$ cat config.mk
export PLATFORM = sky130hd
export DESIGN_NAME = ttcm_top
export DESIGN_NICKNAME = d
export VERILOG_FILES = /design/src/hdl/ttcm_pkg.sv /design/src/hdl/ttcm_top.sv
export SDC_FILE = /design/constraint.sdc
export NUM_CORES = 1
export LEC_CHECK = 0
export ABC_AREA = 1
export BUFFER_PORTS_ARGS = -buffer_cell sky130_fd_sc_hd__buf_2
export CAP_MARGIN = 20
export CORE_AREA = 10 10 128 130
export DETAILED_ROUTE_END_ITERATION = 8
export DIE_AREA = 0 0 138 140
export GPL_ROUTABILITY_DRIVEN = 0
export PLACE_DENSITY = 0.75
export REMOVE_ABC_BUFFERS = 1
export SYNTH_ARGS = -nofsm -noshare
export SYNTH_HDL_FRONTEND = slang
export SYNTH_SLANG_ARGS = --single-unit
$ cat constraint.sdc
create_clock -name clk -period 3 [get_ports clk]
set_input_delay 0.3 -clock clk [delete_from_list [all_inputs] [get_ports clk]]
set_output_delay 0.3 -clock clk [all_outputs]
set_load 0.1 [all_outputs]
$ cat src/hdl/ttcm_pkg.sv
// constants and carrier types for the thermal throttle clock modulator
package ttcm_pkg;

  // ----------------------------------------------------------------
  // clock and timing
  // ----------------------------------------------------------------
  localparam int CLK_PERIOD_NS = 100;
  localparam int MIN_ENGAGE_NS = 1000000;
  localparam int MIN_ENGAGE_CYC = (MIN_ENGAGE_NS + CLK_PERIOD_NS - 1) / CLK_PERIOD_NS;
  localparam int HYST_NS = 50000;
  localparam int HYST_CYC = (HYST_NS + CLK_PERIOD_NS - 1) / CLK_PERIOD_NS;
  localparam int SLOT_NS = 1000;
  localparam int SLOT_CYC = (SLOT_NS + CLK_PERIOD_NS - 1) / CLK_PERIOD_NS;
  localparam int ADAPT_STEP_NS = 500000;
  localparam int ADAPT_STEP_CYC = (ADAPT_STEP_NS + CLK_PERIOD_NS - 1) / CLK_PERIOD_NS;
  localparam int CNT_W = 24;

  // ----------------------------------------------------------------
  // register indices
  // ----------------------------------------------------------------
  localparam logic [3:0] IDX_THERM_STATUS = 4'h0;
  localparam logic [3:0] IDX_THERM_INT_CTL = 4'h1;
  localparam logic [3:0] IDX_CLK_MOD_CTL = 4'h2;
  localparam logic [3:0] IDX_MISC_ENABLE = 4'h3;

  // ----------------------------------------------------------------
  // field positions
  // ----------------------------------------------------------------
  localparam int ST_TRIP_BIT = 0;
  localparam int ST_LOG_BIT = 1;
  localparam int IE_HIGH_BIT = 0;
  localparam int IE_LOW_BIT = 1;
  localparam int CM_DUTY_LSB = 1;
  localparam int CM_EN_BIT = 4;
  localparam int ME_DUTY_THR_BIT = 3;
  localparam int ME_ADAPT_BIT = 16;

  // ----------------------------------------------------------------
  // reset values and encodings
  // ----------------------------------------------------------------
  localparam int NUM_LP = 2;
  localparam logic [2:0] CM_DUTY_RST = 3'h1;
  localparam logic [3:0] AUTO_DUTY_SLOTS = 4'h4;
  localparam logic [3:0] FULL_SLOTS = 4'h8;
  localparam logic [2:0] OP_POINT_TOP = 3'h7;
  localparam logic [2:0] OP_POINT_BOTTOM = 3'h0;

  typedef enum logic [1:0] {
    TTCM_IDLE = 2'b00,
    TTCM_MIN_HOLD = 2'b01,
    TTCM_HOLD_HOT = 2'b11,
    TTCM_COOLING = 2'b10
  } ttcm_state_t;

  typedef struct packed {
    logic wr;
    logic rd;
    logic lp;
    logic [3:0] idx;
    logic [63:0] wdata;
  } ttcm_msr_req_t;

  typedef struct packed {
    logic ack;
    logic err;
    logic [63:0] rdata;
  } ttcm_msr_rsp_t;

endpackage

$ cat src/hdl/ttcm_top.sv
// thermal throttle, trip status, thermal interrupts and clock duty modulation
//
// Function
// - status bit 0 shows throttling engaged now
// - status bit 1 sticky trip log, software clears
// - stay engaged at least one millisecond after trip
// - then disengage only once cool, with hysteresis
// - hold interrupts while clock gated, never drop
// - control bit 0 enables rising-temperature interrupt
// - control bit 1 enables falling-temperature interrupt
// - reset clears both interrupt enables
// - time stamp advance never gated
// - adaptive throttle steps operating point lower
// - own or peer trip moves both cores
// - trip level fixed, no writable threshold
// - modulation control bit 4 enables software modulation
// - duty from bits 1 to 3, enable gated
// - duty code N runs N eighths, 000 reserved
// - engaged duty throttle overrides software duty
// - per logical processor control, highest duty wins
// - stop clock driven internally, no external pin
// - misc enable bit 3 enables duty throttle
`timescale 1ns/1ps
module ttcm_top #(
  parameter int MIN_ENGAGE_COUNT = ttcm_pkg::MIN_ENGAGE_CYC,
  parameter int ADAPT_STEP_COUNT = ttcm_pkg::ADAPT_STEP_CYC
) (
  // clock and reset
  input wire logic clk,
  input wire logic rst,
  // register port
  input wire ttcm_pkg::ttcm_msr_req_t msr_req,
  output ttcm_pkg::ttcm_msr_rsp_t msr_rsp,
  // thermal sensor and peer core
  input wire logic sensor_trip,
  input wire logic peer_engaged,
  output logic engaged_out,
  // interrupt request toward the local vector entry
  output logic therm_irq_req,
  output logic therm_irq_low,
  // core clock gating and time stamp
  output logic core_clk_en,
  output logic tsc_advance,
  // adaptive operating point
  output logic [2:0] op_point
);

  // ----------------------------------------------------------------
  // registers
  // ----------------------------------------------------------------
  ttcm_pkg::ttcm_state_t state_r;
  ttcm_pkg::ttcm_state_t state_nxt;
  logic [ttcm_pkg::CNT_W-1:0] hold_cnt_r;
  logic [ttcm_pkg::CNT_W-1:0] hold_cnt_nxt;
  logic trip_log_r;
  logic ie_high_r;
  logic ie_low_r;
  logic duty_thr_en_r;
  logic adapt_en_r;
  logic [ttcm_pkg::NUM_LP-1:0] cm_en_r;
  logic [2:0] cm_duty_r [ttcm_pkg::NUM_LP];
  logic engaged_r;
  logic hi_pend_r;
  logic lo_pend_r;
  logic [ttcm_pkg::CNT_W-1:0] slot_cnt_r;
  logic [2:0] slot_idx_r;
  logic [ttcm_pkg::CNT_W-1:0] step_cnt_r;

  // ----------------------------------------------------------------
  // decode
  // ----------------------------------------------------------------
  logic engaged;
  logic wr_status;
  logic wr_int_ctl;
  logic wr_clk_mod;
  logic wr_misc;
  logic idx_known;
  logic deliver;

  assign engaged = (state_r != ttcm_pkg::TTCM_IDLE);
  assign wr_status = msr_req.wr && (msr_req.idx == ttcm_pkg::IDX_THERM_STATUS);
  assign wr_int_ctl = msr_req.wr && (msr_req.idx == ttcm_pkg::IDX_THERM_INT_CTL);
  assign wr_clk_mod = msr_req.wr && (msr_req.idx == ttcm_pkg::IDX_CLK_MOD_CTL);
  assign wr_misc = msr_req.wr && (msr_req.idx == ttcm_pkg::IDX_MISC_ENABLE);
  assign idx_known = (msr_req.idx == ttcm_pkg::IDX_THERM_STATUS) ||
                     (msr_req.idx == ttcm_pkg::IDX_THERM_INT_CTL) ||
                     (msr_req.idx == ttcm_pkg::IDX_CLK_MOD_CTL) ||
                     (msr_req.idx == ttcm_pkg::IDX_MISC_ENABLE);

  // ----------------------------------------------------------------
  // throttle engagement
  // ----------------------------------------------------------------
  // sensor_trip is the fixed-level comparator; nothing here can move it
  always_comb begin
    state_nxt = state_r;
    hold_cnt_nxt = hold_cnt_r;
    case (state_r)
      ttcm_pkg::TTCM_IDLE: begin
        hold_cnt_nxt = '0;
        if (sensor_trip) begin
          state_nxt = ttcm_pkg::TTCM_MIN_HOLD;
        end
      end
      ttcm_pkg::TTCM_MIN_HOLD: begin
        hold_cnt_nxt = hold_cnt_r + 1'b1;
        if (hold_cnt_r == ttcm_pkg::CNT_W'(MIN_ENGAGE_COUNT - 1)) begin
          state_nxt = ttcm_pkg::TTCM_HOLD_HOT;
          hold_cnt_nxt = '0;
        end
      end
      ttcm_pkg::TTCM_HOLD_HOT: begin
        hold_cnt_nxt = '0;
        if (!sensor_trip) begin
          state_nxt = ttcm_pkg::TTCM_COOLING;
        end
      end
      ttcm_pkg::TTCM_COOLING: begin
        hold_cnt_nxt = hold_cnt_r + 1'b1;
        if (sensor_trip) begin
          state_nxt = ttcm_pkg::TTCM_HOLD_HOT;
          hold_cnt_nxt = '0;
        end else if (hold_cnt_r == ttcm_pkg::CNT_W'(ttcm_pkg::HYST_CYC - 1)) begin
          state_nxt = ttcm_pkg::TTCM_IDLE;
          hold_cnt_nxt = '0;
        end
      end
      default: begin
        state_nxt = ttcm_pkg::TTCM_IDLE;
        hold_cnt_nxt = '0;
      end
    endcase
  end

  always_ff @(posedge clk) begin
    if (rst) begin
      state_r <= ttcm_pkg::TTCM_IDLE;
      hold_cnt_r <= '0;
    end else begin
      state_r <= state_nxt;
      hold_cnt_r <= hold_cnt_nxt;
    end
  end

  always_ff @(posedge clk) begin
    if (rst) begin
      engaged_r <= 1'b0;
    end else begin
      engaged_r <= engaged;
    end
  end

  // ----------------------------------------------------------------
  // sticky trip log
  // ----------------------------------------------------------------
  always_ff @(posedge clk) begin
    if (rst) begin
      trip_log_r <= 1'b0;
    end else if (sensor_trip) begin
      trip_log_r <= 1'b1;
    end else if (wr_status && !msr_req.wdata[ttcm_pkg::ST_LOG_BIT]) begin
      trip_log_r <= 1'b0;
    end
  end

  // ----------------------------------------------------------------
  // control registers
  // ----------------------------------------------------------------
  always_ff @(posedge clk) begin
    if (rst) begin
      ie_high_r <= 1'b0;
      ie_low_r <= 1'b0;
    end else if (wr_int_ctl) begin
      ie_high_r <= msr_req.wdata[ttcm_pkg::IE_HIGH_BIT];
      ie_low_r <= msr_req.wdata[ttcm_pkg::IE_LOW_BIT];
    end
  end

  always_ff @(posedge clk) begin
    if (rst) begin
      duty_thr_en_r <= 1'b0;
      adapt_en_r <= 1'b0;
    end else if (wr_misc) begin
      duty_thr_en_r <= msr_req.wdata[ttcm_pkg::ME_DUTY_THR_BIT];
      adapt_en_r <= msr_req.wdata[ttcm_pkg::ME_ADAPT_BIT];
    end
  end

  for (genvar g = 0; g < ttcm_pkg::NUM_LP; g++) begin : g_lp
    always_ff @(posedge clk) begin
      if (rst) begin
        cm_en_r[g] <= 1'b0;
        cm_duty_r[g] <= ttcm_pkg::CM_DUTY_RST;
      end else if (wr_clk_mod && (msr_req.lp == 1'(g))) begin
        cm_en_r[g] <= msr_req.wdata[ttcm_pkg::CM_EN_BIT];
        cm_duty_r[g] <= msr_req.wdata[ttcm_pkg::CM_DUTY_LSB +: 3];
      end
    end
  end

  // ----------------------------------------------------------------
  // register read port
  // ----------------------------------------------------------------
  always_ff @(posedge clk) begin
    if (rst) begin
      msr_rsp <= '0;
    end else begin
      msr_rsp.ack <= msr_req.wr || msr_req.rd;
      msr_rsp.err <= (msr_req.wr || msr_req.rd) && !idx_known;
      msr_rsp.rdata <= '0;
      if (msr_req.rd) begin
        case (msr_req.idx)
          ttcm_pkg::IDX_THERM_STATUS: begin
            msr_rsp.rdata[ttcm_pkg::ST_TRIP_BIT] <= engaged;
            msr_rsp.rdata[ttcm_pkg::ST_LOG_BIT] <= trip_log_r;
          end
          ttcm_pkg::IDX_THERM_INT_CTL: begin
            msr_rsp.rdata[ttcm_pkg::IE_HIGH_BIT] <= ie_high_r;
            msr_rsp.rdata[ttcm_pkg::IE_LOW_BIT] <= ie_low_r;
          end
          ttcm_pkg::IDX_CLK_MOD_CTL: begin
            msr_rsp.rdata[ttcm_pkg::CM_EN_BIT] <= cm_en_r[msr_req.lp];
            msr_rsp.rdata[ttcm_pkg::CM_DUTY_LSB +: 3] <= cm_duty_r[msr_req.lp];
          end
          ttcm_pkg::IDX_MISC_ENABLE: begin
            msr_rsp.rdata[ttcm_pkg::ME_DUTY_THR_BIT] <= duty_thr_en_r;
            msr_rsp.rdata[ttcm_pkg::ME_ADAPT_BIT] <= adapt_en_r;
          end
          default: begin
            msr_rsp.rdata <= '0;
          end
        endcase
      end
    end
  end

  // ----------------------------------------------------------------
  // duty selection
  // ----------------------------------------------------------------
  logic sw_on;
  logic [2:0] sw_duty;
  logic mod_active;
  logic [3:0] run_slots;

  always_comb begin
    sw_on = 1'b0;
    sw_duty = 3'h0;
    for (int i = 0; i < ttcm_pkg::NUM_LP; i++) begin
      if (cm_en_r[i]) begin
        sw_on = 1'b1;
        if (cm_duty_r[i] > sw_duty) begin
          sw_duty = cm_duty_r[i];
        end
      end
    end
  end

  always_comb begin
    mod_active = (duty_thr_en_r && engaged) || sw_on;
    if (duty_thr_en_r && engaged) begin
      run_slots = ttcm_pkg::AUTO_DUTY_SLOTS;
    end else if (sw_duty == 3'h0) begin
      run_slots = ttcm_pkg::FULL_SLOTS;
    end else begin
      run_slots = {1'b0, sw_duty};
    end
  end

  // ----------------------------------------------------------------
  // modulation frame and internal stop clock
  // ----------------------------------------------------------------
  always_ff @(posedge clk) begin
    if (rst) begin
      slot_cnt_r <= '0;
      slot_idx_r <= 3'h0;
    end else if (slot_cnt_r == ttcm_pkg::CNT_W'(ttcm_pkg::SLOT_CYC - 1)) begin
      slot_cnt_r <= '0;
      slot_idx_r <= slot_idx_r + 3'h1;
    end else begin
      slot_cnt_r <= slot_cnt_r + 1'b1;
    end
  end

  // gating is made here only; no external stop clock input exists
  always_ff @(posedge clk) begin
    if (rst) begin
      core_clk_en <= 1'b1;
    end else begin
      core_clk_en <= !mod_active || ({1'b0, slot_idx_r} < run_slots);
    end
  end

  // time stamp keeps counting whatever the gate does
  always_ff @(posedge clk) begin
    if (rst) begin
      tsc_advance <= 1'b0;
    end else begin
      tsc_advance <= 1'b1;
    end
  end

  // ----------------------------------------------------------------
  // thermal interrupt requests
  // ----------------------------------------------------------------
  assign deliver = core_clk_en && (hi_pend_r || lo_pend_r);

  always_ff @(posedge clk) begin
    if (rst) begin
      hi_pend_r <= 1'b0;
      lo_pend_r <= 1'b0;
    end else begin
      hi_pend_r <= (ie_high_r && engaged && !engaged_r) ||
                   (hi_pend_r && !deliver);
      lo_pend_r <= (ie_low_r && !engaged && engaged_r) ||
                   (lo_pend_r && !(deliver && !hi_pend_r));
    end
  end

  always_ff @(posedge clk) begin
    if (rst) begin
      therm_irq_req <= 1'b0;
      therm_irq_low <= 1'b0;
    end else begin
      therm_irq_req <= deliver;
      therm_irq_low <= deliver && !hi_pend_r;
    end
  end

  // ----------------------------------------------------------------
  // adaptive operating point and peer coupling
  // ----------------------------------------------------------------
  always_ff @(posedge clk) begin
    if (rst) begin
      engaged_out <= 1'b0;
    end else begin
      engaged_out <= engaged;
    end
  end

  always_ff @(posedge clk) begin
    if (rst) begin
      step_cnt_r <= '0;
      op_point <= ttcm_pkg::OP_POINT_TOP;
    end else if (!adapt_en_r) begin
      step_cnt_r <= '0;
      op_point <= ttcm_pkg::OP_POINT_TOP;
    end else if (step_cnt_r == ttcm_pkg::CNT_W'(ADAPT_STEP_COUNT - 1)) begin
      step_cnt_r <= '0;
      if ((engaged || peer_engaged) && op_point != ttcm_pkg::OP_POINT_BOTTOM) begin
        op_point <= op_point - 3'h1;
      end else if (!engaged && !peer_engaged && op_point != ttcm_pkg::OP_POINT_TOP) begin
        op_point <= op_point + 3'h1;
      end
    end else begin
      step_cnt_r <= step_cnt_r + 1'b1;
    end
  end

endmodule

==> impl_metrics.csv <==
group,metric,value,unit
worst_hold_path,hp-class,"in -> reg",
worst_setup_path,cp_data_required_time,3.26,ns
worst_setup_path,worstSetupPathDepth,13,
pwr,peakVddDrop,0.366,mV
worst_setup_path,crit_buf_inv,0,
synthesis,synth_top_cell_by_area,"dfxtp_1",
routing,drc,0,
pwr,p_per_area,472,nW/um^2
synthesis,yosys_warnings,0,
worst_setup_path,cpPeakStageDelay,0.41,ns
cells_and_area,areaGrowthSynthToFinish,6.08,%
pwr,p_int,2.07,mW
cells_and_area,diodes,0,
clock_tree,insertion_delay,0.36,ns
worst_setup_path,critical_path.max_fanout,5,
outcome,status,"finished clean",
sta,timing.final.ws_setup,0.775,ns
worst_setup_path,crit_slowest_cell,"dfxtp_1",
worst_setup_path,ff2ff_path_depth,13,
sta,finalCritPeriodShare,74.2,%
worst_setup_path,crit_arrival,2.48,ns
sta,finalSetupViolations,0,
floorplanning,rows,43,
worst_setup_path,path_common_cell,"nand2_1",
clock_tree,cts.sinks,108,
synthesis,syn_area,6070,um^2
synthesis,synth_cell_types,41,
clock_tree,clk_pin_slew,0.07,ns
pwr,p_seq_share,48.7,%
clock_tree,post_cts_buffers,0,
worst_setup_path,path_cells,"nand2_1 -> ha_1 -> a21oi_1 -> nand2_1 -> nand3_1 -> o21ai_0 -> or2_2 -> ha_1 -> nand2_1 -> nand2_1 -> nand2_1 -> nand2_1 -> nand2_1",
routing,num_vias,5091,
grt,gr-usage-all-layers,12.8,%
synthesis,ys_ff_latch,108,
synthesis,ys_top_cells_by_area,"dfxtp_1 34%, nand2_1 11%, buf_4 7.8%",
pwr,power_frac_comb,15.2,%
routing,route.met3.wl,719,um
grt,grt_pass1_wl,21600,um
grt,grt_pass1_vias,4757,
placement,port-buffer-count,32,
routing,dr_wl_met2,5850,um
routing,via_per_inst,4.73,
floorplanning,die_w,138,um
placement,dp_hpwl,9650,um
synthesis,async_reset_ff_share,0,%
floorplanning,start_util,44.0,%
worst_setup_path,crit_type,"reg -> reg",
sta,final-hold-violation-count,0,
synthesis,synthFlopType,"dfxtp_1",
worst_setup_path,path_delay_family,"simple AND/OR/NAND/NOR gates",
sta,slew_violations,0,
clock_tree,h-tree-depth,3,
synthesis,yosys-top-cells-count,"171 x nand2_1, 122 x inv_1, 109 x nor2_1",
pwr,power.leakage,2.60,nW
worst_hold_path,hold_depth,3,
flow_run,drv_cap,0,
sta,whs,0.206,ns
synthesis,yosysMostFrequentCell,"nand2_1",
routing,first_pass_iters,5,
pwr,switching_share,32.0,%
grt,grt_start_max_net_pins,25,
floorplanning,die_h,140,um
floorplanning,core-area,13800,um^2
synthesis,avgSynthCellArea,7.07,um^2
sta,worstMarginPinSlew,0.810,ns
cells_and_area,drive_gt1_share,10.4,%
synthesis,netlist_instances,858,
routing,routed.top_layer,"met4",
sta,slew_headroom,45.9,%
routing,wl,12500,um
clock_tree,post_cts_resized,0,
placement,dp_slack,0.790,ns
synthesis,netlist.area_leader.share,33.7,%
sta,clock.fmax,0.449,GHz
worst_setup_path,endpoint_kind,"register",
grt,antenna_found_initial,0,
sta,rsz0062_at_grt,"no",
sta,finClkSkew,0.00618,ns
clock_tree,cts_made_buffers,9,
clock_tree,cts_hold_buf,0,
synthesis,synth_edf_count,6,
clock_tree,cts-root-buf,"clkbuf_16",
routing,wirelength_met1,5720,um
pwr,p_switching,0.974,mW
cells_and_area,final_nets,977,
worst_setup_path,start_kind,"register",
routing,ant_nets,0,
routing,dr.first_iter.drc_count,369,
synthesis,synth_seq_area_share,36.6,%
clock_tree,clockBufferDepth,2,
clock_tree,cts_tree,"built",
grt,grt-ovfl-total,0,
pwr,clkPwrFrac,36.1,%
sta,period_minus_slack,2.22,ns
floorplanning,die-area,19300,um^2
sta,setup-tns-final,0,ns
floorplanning,io_pins,149,
routing,wl_per_cell,11.6,um
==> logic make-up (layout without fill, tap and decap cells) <==
family	count (synthesis)	in the layout	share of synthesized area, %
compound gates	62	62	5.36
xor+xnor	26	26	3.75
fa+ha+maj	11	11	2.39
buf+inv	192	173	16.0
flops	108	108	36.6
other cells	1	58	0.0618
simple gates	458	458	35.8
==> tightest hold or removal path: stages <==
cell and delay [ns]:
buf_2 0.09, inv_1 0.05, o21ai_0 0.07
==> through the flow <==
stage	cells	power (mW)	area (um^2)	util, %
after floorplan	847	1.92	5770	-
after global placement	1060	1.97	6170	44.8
after detailed placement	1060	1.97	6170	44.8
after CTS	1076	3.07	6440	46.7
after global routing	1076	3.15	6440	46.7
final	1076	3.04	6440	46.7
==> cells in the final DEF, fill, tap and decap left out, types with 25 or more instances in the layout <==
cell type and instances:
inv_1 122, nand2_1 171, nand4_1 25, nand3_1 55, conb_1 58, nor2_1 109, dfxtp_1 102, nor3_1 37
a21oi_1 43, buf_2 32
==> flip-flops by register name, indices dropped and copies added, names as in the netlist, 2 cells and up <==
name / count
slot_cnt_r: 24
msr_rsp: 8
slot_idx_r: 3
hold_cnt_r: 24
cm_en_r: 2
step_cnt_r: 24
state_r: 2
op_point: 3
cm_duty_r: 6
==> layer usage <==
layer  track usage (%)  vias to the layer above
met5                 0                        -
met4              5.49                        0
met3              3.48                       14
met2              20.8                      123
met1              15.5                     2279
li1                  -                     2675
==> final timing paths <==
path | start | end | slack [ns]
setup / recovery | cm_en_r[0]$_SDFFE_PP0P_ | core_clk_en$_SDFF_PP1_ | 0.78
hold / removal | msr_req[4] | cm_en_r[0]$_SDFFE_PP0P_ | 0.21
setup reg to reg | cm_en_r[0]$_SDFFE_PP0P_ | core_clk_en$_SDFF_PP1_ | 0.78
hold reg to reg | hold_cnt_r[0]$_SDFF_PP0_ | hold_cnt_r[0]$_SDFF_PP0_ | 0.45
==> final cells by class <==
| cell class | count | area (um^2) |
|---|---|---|
| Inverter | 124 | 465 |
| Multi-Input combinational cell | 615 | 3090 |
| Fill cell | 1422 | 7340 |
| Timing Repair Buffer | 33 | 168 |
| Tap cell | 180 | 225 |
| Clock inverter | 5 | 36.3 |
| Clock buffer | 11 | 233 |
| Sequential cell | 108 | 2220 |
==> power groups by stage <==
stage / logic, mW / clock network (mW) / registers, mW
final: 0.463 / 1.10 / 1.48
after floorplan: 0.380 / 0 / 1.54
after CTS: 0.460 / 1.13 / 1.48
after global placement: 0.457 / 0 / 1.51
after global routing: 0.484 / 1.18 / 1.48
after detailed placement: 0.459 / 0 / 1.51
Note: power is estimated with default switching activity, not from simulation.
